===== src/pcecd_regs.svh =====
// Register offsets, field positions and reset values of the port C change detector
`ifndef PCECD_REGS_SVH
`define PCECD_REGS_SVH
`define PCECD_OFF_RISE_EN   12'h000
`define PCECD_OFF_FALL_EN   12'h004
`define PCECD_OFF_FLAGS     12'h008
`define PCECD_OFF_INT_CTRL  12'h00C
`define PCECD_OFF_IRQ_STAT  12'h010
`define PCECD_OFF_IRQ_MASK  12'h014
`define PCECD_RST_RISE_EN   8'h00
`define PCECD_RST_FALL_EN   8'h00
`define PCECD_RST_FLAGS     8'h00
`define PCECD_RST_IE        1'b0
`define PCECD_RST_STAT      8'h00
`define PCECD_RST_MASK      8'h00
`define PCECD_BIT_IE        4
`define PCECD_BIT_IF        0
`define PCECD_RESP_OKAY     2'h0
`define PCECD_RESP_SLVERR   2'h2
`endif


===== src/pcecd_pkg.sv =====
// Types shared by the port C change detector
package pcecd_pkg;
  // Write channel states, one-hot
  typedef enum logic [1:0] {
    PCECD_WS_IDLE = 2'b01,
    PCECD_WS_RESP = 2'b10
  } pcecd_wstate_t;
  // Read channel states, one-hot
  typedef enum logic [1:0] {
    PCECD_RS_IDLE = 2'b01,
    PCECD_RS_DATA = 2'b10
  } pcecd_rstate_t;
endpackage : pcecd_pkg


===== src/pcecd_top.sv =====
// Port C pin change detector with AXI4-Lite registers and interrupt
//
// Added by the designer: the register addresses and the AXI4-Lite register port.
`timescale 1ns/1ps
`include "pcecd_regs.svh"

module pcecd_top
  import pcecd_pkg::*;
#(
  parameter int NPINS = 8                    // Port C pin count
) (
  input  wire logic             aclk,
  input  wire logic             aresetn,
  input  wire logic             ce,
  input  wire logic [NPINS-1:0] portc_pin,
  input  wire logic             sleep_active,
  output logic                  wake_req,
  output logic                  irq,
  input  wire logic [11:0]      s_axi_awaddr,
  input  wire logic             s_axi_awvalid,
  output logic                  s_axi_awready,
  input  wire logic [31:0]      s_axi_wdata,
  input  wire logic [3:0]       s_axi_wstrb,
  input  wire logic             s_axi_wvalid,
  output logic                  s_axi_wready,
  output logic [1:0]            s_axi_bresp,
  output logic                  s_axi_bvalid,
  input  wire logic             s_axi_bready,
  input  wire logic [11:0]      s_axi_araddr,
  input  wire logic             s_axi_arvalid,
  output logic                  s_axi_arready,
  output logic [31:0]           s_axi_rdata,
  output logic [1:0]            s_axi_rresp,
  output logic                  s_axi_rvalid,
  input  wire logic             s_axi_rready
);

  // Pin sampling chain
  logic [NPINS-1:0] sync1_q, sync1_d;        // First stage, read only by stage two
  logic [NPINS-1:0] sync2_q, sync2_d;        // Second stage, safe to use
  logic [NPINS-1:0] prev_q, prev_d;          // Previous settled sample
  logic             primed_q, primed_d;      // Zeroes the edge strobes from reset until the first cycle with ce high
  logic [NPINS-1:0] rise_edge, fall_edge;    // One-cycle edge strobes
  logic [NPINS-1:0] hit;                     // Enabled edges this cycle

  // Software visible state
  logic [NPINS-1:0] rise_en_q, rise_en_d;    // portc_rise_enable
  logic [NPINS-1:0] fall_en_q, fall_en_d;    // portc_fall_enable
  logic [NPINS-1:0] flags_q, flags_d;        // portc_change_flags
  logic             ie_q, ie_d;              // change_irq_enable
  logic             change_irq_flag;         // Shared change flag
  logic [NPINS-1:0] stat_q, stat_d;          // Sticky per-pin event status
  logic [NPINS-1:0] mask_q, mask_d;          // Interrupt mask
  logic             wake_q, wake_d;          // Registered wake request

  // Bus side state
  pcecd_wstate_t    wst_q, wst_d;
  pcecd_rstate_t    rst_q, rst_d;
  logic             aw_got_q, aw_got_d;      // Write address captured
  logic             w_got_q, w_got_d;        // Write data captured
  logic [11:0]      waddr_q, waddr_d;
  logic [31:0]      wdata_q, wdata_d;
  logic             wstrb0_q, wstrb0_d;      // Only the low lane holds data
  logic [1:0]       bresp_q, bresp_d;
  logic [31:0]      rdata_q, rdata_d;
  logic [1:0]       rresp_q, rresp_d;
  logic             wr_fire;                 // Write commits this cycle
  logic             rd_fire;                 // Read address taken this cycle
  logic             wr_hit;                  // Write lands on a mapped register
  logic             wr_flags;                // Write to the flag register

  // Handshake outputs straight from state
  assign s_axi_awready = ce && (wst_q == PCECD_WS_IDLE) && !aw_got_q;
  assign s_axi_wready  = ce && (wst_q == PCECD_WS_IDLE) && !w_got_q;
  assign s_axi_bvalid  = (wst_q == PCECD_WS_RESP);
  assign s_axi_bresp   = bresp_q;
  assign s_axi_arready = ce && (rst_q == PCECD_RS_IDLE);
  assign s_axi_rvalid  = (rst_q == PCECD_RS_DATA);
  assign s_axi_rdata   = rdata_q;
  assign s_axi_rresp   = rresp_q;
  assign wake_req      = wake_q;

  // Edge detection on settled samples
  always_comb begin
    rise_edge = primed_q ? (sync2_q & ~prev_q) : '0;
    fall_edge = primed_q ? (~sync2_q & prev_q) : '0;
    hit       = (rise_edge & rise_en_q) | (fall_edge & fall_en_q);
    change_irq_flag = |flags_q;
    irq       = |(stat_q & mask_q);
  end

  // Synchroniser next values
  always_comb begin
    sync1_d  = portc_pin;
    sync2_d  = sync1_q;
    prev_d   = sync2_q;
    primed_d = 1'b1;
  end

  // Write channel: address and data in either order
  always_comb begin
    wst_d    = wst_q;
    aw_got_d = aw_got_q;
    w_got_d  = w_got_q;
    waddr_d  = waddr_q;
    wdata_d  = wdata_q;
    wstrb0_d = wstrb0_q;
    bresp_d  = bresp_q;
    wr_fire  = 1'b0;
    case (wst_q)
      PCECD_WS_IDLE: begin
        if (s_axi_awvalid && !aw_got_q) begin
          aw_got_d = 1'b1;
          waddr_d  = s_axi_awaddr;
        end
        if (s_axi_wvalid && !w_got_q) begin
          w_got_d  = 1'b1;
          wdata_d  = s_axi_wdata;
          wstrb0_d = s_axi_wstrb[0];
        end
        // Commit one cycle after both halves are held
        if (aw_got_q && w_got_q) begin
          wr_fire  = 1'b1;
          aw_got_d = 1'b0;
          w_got_d  = 1'b0;
          bresp_d  = wr_hit ? `PCECD_RESP_OKAY : `PCECD_RESP_SLVERR;
          wst_d    = PCECD_WS_RESP;
        end
      end
      PCECD_WS_RESP: begin
        if (s_axi_bready) begin
          wst_d = PCECD_WS_IDLE;
        end
      end
      default: begin
        wst_d = PCECD_WS_IDLE;
      end
    endcase
  end

  // Address decode for writes
  always_comb begin
    wr_hit   = 1'b1;
    wr_flags = 1'b0;
    if (waddr_q == `PCECD_OFF_RISE_EN) begin
      wr_hit = 1'b1;
    end else if (waddr_q == `PCECD_OFF_FALL_EN) begin
      wr_hit = 1'b1;
    end else if (waddr_q == `PCECD_OFF_FLAGS) begin
      wr_flags = wr_fire && wstrb0_q;
    end else if (waddr_q == `PCECD_OFF_INT_CTRL) begin
      wr_hit = 1'b1;
    end else if (waddr_q == `PCECD_OFF_IRQ_STAT) begin
      wr_hit = 1'b1;                         // Status is read-to-clear; writes ignored
    end else if (waddr_q == `PCECD_OFF_IRQ_MASK) begin
      wr_hit = 1'b1;
    end else begin
      wr_hit = 1'b0;                         // Unmapped: answered with an error
    end
  end

  // Register file and flag updates
  always_comb begin
    rise_en_d = rise_en_q;
    fall_en_d = fall_en_q;
    flags_d   = flags_q;
    ie_d      = ie_q;
    mask_d    = mask_q;
    stat_d    = stat_q;
    if (wr_fire && wstrb0_q) begin
      if (waddr_q == `PCECD_OFF_RISE_EN) begin
        rise_en_d = wdata_q[NPINS-1:0];
      end else if (waddr_q == `PCECD_OFF_FALL_EN) begin
        fall_en_d = wdata_q[NPINS-1:0];
      end else if (waddr_q == `PCECD_OFF_INT_CTRL) begin
        ie_d = wdata_q[`PCECD_BIT_IE];
      end else if (waddr_q == `PCECD_OFF_IRQ_MASK) begin
        mask_d = wdata_q[NPINS-1:0];
      end
    end
    // Software write then hardware set: set wins the same cycle
    if (wr_flags) begin
      flags_d = wdata_q[NPINS-1:0];
    end
    flags_d = flags_d | hit;
    // Read of status clears it, fresh events still land
    if (rd_fire && (s_axi_araddr == `PCECD_OFF_IRQ_STAT)) begin
      stat_d = '0;
    end
    stat_d = stat_d | hit;
  end

  // Wake follows the flag: flags_q with this cycle's edges, without this cycle's flag write
  always_comb begin
    wake_d = sleep_active && ie_q && (|(flags_q | hit));
  end

  // Read channel and read data mux
  always_comb begin
    rst_d   = rst_q;
    rdata_d = rdata_q;
    rresp_d = rresp_q;
    rd_fire = 1'b0;
    case (rst_q)
      PCECD_RS_IDLE: begin
        if (s_axi_arvalid) begin
          rd_fire = 1'b1;
          rst_d   = PCECD_RS_DATA;
          rresp_d = `PCECD_RESP_OKAY;
          rdata_d = 32'h0000_0000;
          if (s_axi_araddr == `PCECD_OFF_RISE_EN) begin
            rdata_d[NPINS-1:0] = rise_en_q;
          end else if (s_axi_araddr == `PCECD_OFF_FALL_EN) begin
            rdata_d[NPINS-1:0] = fall_en_q;
          end else if (s_axi_araddr == `PCECD_OFF_FLAGS) begin
            rdata_d[NPINS-1:0] = flags_q;
          end else if (s_axi_araddr == `PCECD_OFF_INT_CTRL) begin
            rdata_d[`PCECD_BIT_IE] = ie_q;
            rdata_d[`PCECD_BIT_IF] = change_irq_flag;
          end else if (s_axi_araddr == `PCECD_OFF_IRQ_STAT) begin
            rdata_d[NPINS-1:0] = stat_q;
          end else if (s_axi_araddr == `PCECD_OFF_IRQ_MASK) begin
            rdata_d[NPINS-1:0] = mask_q;
          end else begin
            rresp_d = `PCECD_RESP_SLVERR;
          end
        end
      end
      PCECD_RS_DATA: begin
        if (s_axi_rready) begin
          rst_d = PCECD_RS_IDLE;
        end
      end
      default: begin
        rst_d = PCECD_RS_IDLE;
      end
    endcase
  end

  // All state registered; clock enable freezes everything
  always_ff @(posedge aclk) begin
    if (!aresetn) begin
      sync1_q   <= '0;
      sync2_q   <= '0;
      prev_q    <= '0;
      primed_q  <= 1'b0;
      rise_en_q <= `PCECD_RST_RISE_EN;
      fall_en_q <= `PCECD_RST_FALL_EN;
      flags_q   <= `PCECD_RST_FLAGS;
      ie_q      <= `PCECD_RST_IE;
      stat_q    <= `PCECD_RST_STAT;
      mask_q    <= `PCECD_RST_MASK;
      wake_q    <= 1'b0;
      wst_q     <= PCECD_WS_IDLE;
      rst_q     <= PCECD_RS_IDLE;
      aw_got_q  <= 1'b0;
      w_got_q   <= 1'b0;
      waddr_q   <= 12'h000;
      wdata_q   <= 32'h0000_0000;
      wstrb0_q  <= 1'b0;
      bresp_q   <= `PCECD_RESP_OKAY;
      rdata_q   <= 32'h0000_0000;
      rresp_q   <= `PCECD_RESP_OKAY;
    end else if (ce) begin
      sync1_q   <= sync1_d;
      sync2_q   <= sync2_d;
      prev_q    <= prev_d;
      primed_q  <= primed_d;
      rise_en_q <= rise_en_d;
      fall_en_q <= fall_en_d;
      flags_q   <= flags_d;
      ie_q      <= ie_d;
      stat_q    <= stat_d;
      mask_q    <= mask_d;
      wake_q    <= wake_d;
      wst_q     <= wst_d;
      rst_q     <= rst_d;
      aw_got_q  <= aw_got_d;
      w_got_q   <= w_got_d;
      waddr_q   <= waddr_d;
      wdata_q   <= wdata_d;
      wstrb0_q  <= wstrb0_d;
      bresp_q   <= bresp_d;
      rdata_q   <= rdata_d;
      rresp_q   <= rresp_d;
    end
  end

  // Checks on flag behaviour
  property p_fall_sets;
    @(posedge aclk) disable iff (!aresetn)
    (ce && |(fall_edge & fall_en_q)) |=>
      ((flags_q & $past(fall_edge & fall_en_q)) == $past(fall_edge & fall_en_q));
  endproperty
  a_fall_sets: assert property (p_fall_sets) else $error("falling edge lost");

  property p_rise_sets;
    @(posedge aclk) disable iff (!aresetn)
    (ce && |(rise_edge & rise_en_q)) |=>
      ((flags_q & $past(rise_edge & rise_en_q)) == $past(rise_edge & rise_en_q));
  endproperty
  a_rise_sets: assert property (p_rise_sets) else $error("rising edge lost");

  property p_ignore_disabled;
    @(posedge aclk) disable iff (!aresetn)
    (ce && !wr_flags && (hit == '0)) |=> (flags_q == $past(flags_q));
  endproperty
  a_ignore_disabled: assert property (p_ignore_disabled) else $error("flag moved");

  property p_shared_flag;
    @(posedge aclk) disable iff (!aresetn)
    (ce && (hit != '0)) |=> change_irq_flag;
  endproperty
  a_shared_flag: assert property (p_shared_flag) else $error("shared flag low");

  property p_clear_write;
    @(posedge aclk) disable iff (!aresetn)
    (ce && wr_flags && (hit == '0)) |=> (flags_q == $past(wdata_q[NPINS-1:0]));
  endproperty
  a_clear_write: assert property (p_clear_write) else $error("flag write lost");

  property p_set_wins;
    @(posedge aclk) disable iff (!aresetn)
    (ce && wr_flags && (hit != '0)) |=> ((flags_q & $past(hit)) == $past(hit));
  endproperty
  a_set_wins: assert property (p_set_wins) else $error("edge lost on clear");

  property p_reset_zero;
    @(posedge aclk) (!aresetn) |=> ((flags_q == '0) && (fall_en_q == '0));
  endproperty
  a_reset_zero: assert property (p_reset_zero) else $error("reset value wrong");

  property p_wake;
    @(posedge aclk) disable iff (!aresetn)
    (ce && sleep_active && ie_q && (hit != '0)) |=> (wake_req && (flags_q != '0));
  endproperty
  a_wake: assert property (p_wake) else $error("no wake on change");

  property p_hw_set;
    @(posedge aclk) disable iff (!aresetn)
    (ce && $rose(sync2_q[0]) && primed_q && rise_en_q[0] && !wr_flags) |=>
      flags_q[0];
  endproperty
  a_hw_set: assert property (p_hw_set) else $error("hardware set missing");

  // Shared flag as software sees it must be the OR of the pin flags
  property p_or_flag;
    @(posedge aclk) disable iff (!aresetn)
    (ce && rd_fire && (s_axi_araddr == `PCECD_OFF_INT_CTRL)) |=>
      (s_axi_rdata[`PCECD_BIT_IF] == $past(|flags_q));
  endproperty
  a_or_flag: assert property (p_or_flag) else $error("shared flag not OR");

endmodule : pcecd_top


===== config.mk =====
export PLATFORM = sky130hd
export DESIGN_NAME = pcecd_top
export DESIGN_NICKNAME = d
export VERILOG_FILES = /design/src/pcecd_pkg.sv /design/src/pcecd_top.sv
export VERILOG_INCLUDE_DIRS = /design/src
export SDC_FILE = /design/constraint.sdc
export NUM_CORES = 1
export LEC_CHECK = 0
export ABC_AREA = 1
export BUFFER_PORTS_ARGS = -buffer_cell sky130_fd_sc_hd__buf_4
export CORE_AREA = 2 2 93 185
export CTS_BUF_LIST = sky130_fd_sc_hd__clkbuf_8
export CTS_CLUSTER_SIZE = 10
export DETAILED_ROUTE_END_ITERATION = 8
export DIE_AREA = 0 0 95 187
export PLACE_DENSITY = 0.57
export SKIP_CTS_REPAIR_TIMING = 1
export SLEW_MARGIN = 20
export SYNTH_ARGS = -nofsm -noshare
export SYNTH_HDL_FRONTEND = slang
export SYNTH_SLANG_ARGS = --single-unit

===== constraint.sdc =====
create_clock -name aclk -period 1.3 [get_ports aclk]
set_clock_uncertainty 0.05 [all_clocks]
set_input_delay 0.065 -clock aclk [delete_from_list [all_inputs] [get_ports aclk]]
set_output_delay 0.065 -clock aclk [all_outputs]
set_load 0.01 [all_outputs]

==> results summary <==
In the layout the commonest cells are sky130_fd_sc_hd__buf_4 (157), sky130_fd_sc_hd__dfxtp_1 (91), sky130_fd_sc_hd__nand2_1 (87), sky130_fd_sc_hd__nor2_1 (73), sky130_fd_sc_hd__inv_1 (66). The switching portion of total power came out at 29.03%. The relative contribution of sequential cells to total power is 45.7%.

In this run the critical register-to-register path is captured at mask_q[3]$_SDFFE_PN0P_. During synthesis, Yosys emitted a total of 0 warnings. The deepest clock path buffer count came out at 2.

Relative to the synthesized area, the layout overhead comes to 53.07%. For this configuration, the core starts out at a cell density of 30.09%. In this run the tightest slew margin relative to its limit is 63.90%.

The net switching power came out at 0.002226 W. The power per cell area came out at 1008 nW/um^2. The antenna diode count came out at 0. The count of buffers added on input and output ports is 66. The number of clock sinks is 104. The final count of pins violating max slew came to 0. The placeable core region came out at 16510 sq um.

The post-layout worst setup margin came out at -0.2948 ns. The clock slew seen by the registers of the worst setup and hold paths came out at 0.10 ns. The worst setup path is launched from a flop. The first detailed-routing pass ran for 5 iterations. In this run, CTS created clock tree buffers numbering 9.

The wire length of the first global-routing pass came out at 23.67 mm. The count of final hold-check violations came out at 0. The overall die width is 95 um.

The number of cell rows is 67. The number of cells on the worst reg-to-reg path is 8. Cell internal power was estimated by the tool at 0.005441 W. The required time of the worst setup path came out at 1.19 ns. For this run, the total global-route usage over all layers was measured as 17.14%. Once detail routing completed, the nets flagged for antenna violations numbered 0. The smallest clock period supported by the final layout is computed as 1.595 ns. The remaining design rule violation count is 0. The worst hold path endpoint is aw_got_q$_SDFFE_PN0P_.

The mapped cell area came out at 4970 sq um. The worst hold path begins at s_axi_awvalid. The final layout contains routed wiring with a total length of 16.08 mm. The post-layout net count came out at 985. IR analysis of the VDD net gives a maximum drop of 0.6893 mV. The synthesized area divided by synthesized cell count came out at 7.079 sq um. The total number of vias is 5354. The worst-margin pin slew is 0.5416 ns. In this run the static leakage power is 3.293 nW. The congestion estimate from routability-driven global placement came to 0.8707. The initial antenna violation count came out at 0. The kind of capture point of the worst setup path is a primary output. The count of cells along the worst hold path is 3. Counting tap cells, the placed design contains a total of 1056 instances. The classification of the worst setup path is flop to primary output. The instance count of the mapped netlist is 702. CTS placed an instance of sky130_fd_sc_hd__clkbuf_8 at the clock tree root. At the placement stage, the worst setup path has a slack of -0.2471 ns. The detailed-placement wirelength estimate is 11.35 mm.

The H-tree was split into 3 levels. The post-route netlist has 37.94% of its cells at a drive strength greater than 1. The sequential share of the synthesized area is 41.89%. The via count of the first global-routing pass is 4721.

The largest fanout on the critical path came out at 2. The synthesized flop and latch total is 104. The mean number of vias per cell is 4.785. The ratio of final minimum period to clock period came out at 122.7%. The worst register-to-register path begins at waddr_q[1]$_SDFFE_PN0P_. The worst hold path belongs to the class input port to flop. The TritonCTS clock tree is done. The flow ran to the end, but the final reports show violations.

The number of maximum-capacitance constraint violations came out at 0. The final reports fail on setup timing. After synthesis, the netlist uses 36 different library cells.

The library cell used most frequently in the layout, excluding fill and tap cells, is sky130_fd_sc_hd__buf_4. Of the total power, combinational logic draws 24.8%. The maximum achievable frequency came out at 627.0 MHz.

Excluding fillers, the count of instances in the completed layout stands at 1119. The die covers 17770 sq um. After detailed routing, the average wire length per cell comes to 14.37 um.

The DRC marker count from the first detailed-route iteration came out at 248. The maximum number of pins on one net before global-route repair came out at 47. The clock latency on the worst-skew pair is 0.38 ns. From bottom edge to top edge, the die measures 187 um. Summed over all layers, the global routing overflow is 0. 120 I/O pins were placed. STA puts the critical path data arrival time at 1.48 ns.

The number of setup violations in the final report is 67. For this run, the share of the core covered by cells in the final layout is 46.06%. The setup check on the worst reg-to-reg path leaves a slack of -0.27 ns. The share of total power dissipated in the clock network is 29.5%.

The number of fill cells in the layout is 1643. Setup repair after global routing could not meet its margin everywhere.
-- cell families (layout without fill, tap and decap cells) --
| logic type | Yosys count | in the layout | synth area share [%] |
|---|---|---|---|
| buffers and inverters | 130 | 312 | 12.46 |
| AND/OR/NAND/NOR | 284 | 287 | 26.08 |
| other | 1 | 26 | 0.07546 |
| AO/OA/AOI/OAI | 183 | 183 | 19.49 |
| flip-flops | 104 | 104 | 41.89 |
-- critical path, cell delays in order, from the launching register on --
cell	delay [ns]
sky130_fd_sc_hd__dfxtp_2	0.35
sky130_fd_sc_hd__a22o_1	0.26
sky130_fd_sc_hd__a221oi_2	0.22
sky130_fd_sc_hd__nand2_1	0.13
sky130_fd_sc_hd__buf_6	0.14
-- metal layers --
metal	vias up	wire length, um	global-route usage [%]
met5	-	0	0
met3	32	586	3.102
li1	2680	-	-
met1	2508	6814	21.15
met2	134	8188	29.16
met4	0	494	6.355
-- final cells by class --
class	instances	area, sq um	area share (%)
tap	207	259.0	3.405
sequential	104	2098	27.58
inverter	79	307.8	4.046
timing repair buffer	218	1876	24.65
multi-input combinational	496	2846	37.42
clock buffer	11	151.4	1.990
clock inverter	4	68.82	0.9046
-- registers in the layout (all words and copies together), names as in the netlist, 2 cells and up --
register and count:
waddr_q 12, fall_en_q 8, flags_q 8, mask_q 8, prev_d 8, prev_q 8, rise_en_q 8, s_axi_rdata 8
stat_q 8, sync1_q 8, wdata_q 8, rst_q 2, wst_q 2
-- cells in the mapped netlist --
master | instances | area share [%]
sky130_fd_sc_hd__o211ai_1 | 3 | 0.45
sky130_fd_sc_hd__inv_1 | 76 | 5.7
sky130_fd_sc_hd__a211oi_1 | 4 | 0.60
sky130_fd_sc_hd__nand2_1 | 110 | 8.3
sky130_fd_sc_hd__nand2_4 | 1 | 0.23
sky130_fd_sc_hd__nor2_1 | 87 | 6.6
sky130_fd_sc_hd__nand4_1 | 13 | 1.6
sky130_fd_sc_hd__a21oi_1 | 87 | 8.8
sky130_fd_sc_hd__nor3_4 | 3 | 0.98
sky130_fd_sc_hd__nor3_2 | 2 | 0.40
sky130_fd_sc_hd__nor4_4 | 1 | 0.43
sky130_fd_sc_hd__nor2_2 | 2 | 0.25
sky130_fd_sc_hd__nand2_2 | 4 | 0.50
sky130_fd_sc_hd__nor2_4 | 2 | 0.45
sky130_fd_sc_hd__a221oi_1 | 2 | 0.35
sky130_fd_sc_hd__buf_4 | 27 | 4.1
sky130_fd_sc_hd__o31ai_1 | 2 | 0.30
sky130_fd_sc_hd__inv_2 | 1 | 0.075
sky130_fd_sc_hd__o21ai_2 | 2 | 0.35
sky130_fd_sc_hd__nor2_8 | 1 | 0.40
sky130_fd_sc_hd__inv_4 | 1 | 0.13
sky130_fd_sc_hd__dfxtp_1 | 104 | 42
sky130_fd_sc_hd__nand3_1 | 54 | 5.4
sky130_fd_sc_hd__buf_1 | 2 | 0.15
sky130_fd_sc_hd__o21ai_0 | 79 | 8.0
sky130_fd_sc_hd__buf_6 | 3 | 0.68
sky130_fd_sc_hd__nor3b_1 | 1 | 0.15
sky130_fd_sc_hd__nor4_1 | 1 | 0.13
sky130_fd_sc_hd__conb_1 | 1 | 0.075
sky130_fd_sc_hd__clkinv_1 | 1 | 0.075
sky130_fd_sc_hd__clkbuf_1 | 15 | 1.1
sky130_fd_sc_hd__a22o_1 | 1 | 0.18
sky130_fd_sc_hd__buf_2 | 4 | 0.40
sky130_fd_sc_hd__a21oi_2 | 2 | 0.35
sky130_fd_sc_hd__nor3_1 | 2 | 0.20
sky130_fd_sc_hd__a211o_1 | 1 | 0.18
-- power groups by stage --
| stage | sequential, W | clock [W] | combinational, W |
|---|---|---|---|
| after floorplan | 0.00354 | 0 | 0.000808 |
| after global placement | 0.00355 | 0 | 0.00142 |
| after detailed placement | 0.00356 | 0 | 0.00144 |
| after CTS | 0.00348 | 0.00230 | 0.00144 |
| after global routing | 0.00353 | 0.00245 | 0.00207 |
| final | 0.00351 | 0.00226 | 0.00190 |
-- stage by stage --
step	cell area [sq um]	TNS (ns)	hold slack [ns]	power, W
final	7607	-8.753	0.008408	0.007667
after global routing	7607	-14.84	0.009060	0.008048
after CTS	6661	-10.25	-0.1485	0.007229
after detailed placement	6441	-9.113	0.2462	0.004995
after global placement	6441	-8.148	0.2376	0.004974
after floorplan	5170	-1.550	0.1499	0.004348
-- worst max path at each step --
stage | slack, ns | depth (start not counted) | from | end
detailed placement | -0.25 | 8 | waddr_q[9]$_SDFFE_PN0P_ | mask_q[4]$_SDFFE_PN0P_
CTS | -0.35 | 4 | stat_q[0]$_SDFFE_PN0P_ | irq
finish | -0.29 | 4 | mask_q[0]$_SDFFE_PN0P_ | irq
floorplan | -0.11 | 7 | waddr_q[1]$_SDFFE_PN0P_ | rise_en_q[6]$_SDFFE_PN0P_
global placement | -0.22 | 8 | waddr_q[9]$_SDFFE_PN0P_ | mask_q[4]$_SDFFE_PN0P_
global route | -0.37 | 8 | waddr_q[10]$_SDFFE_PN0P_ | mask_q[3]$_SDFFE_PN0P_
Note: power is estimated with default switching activity, not from simulation.
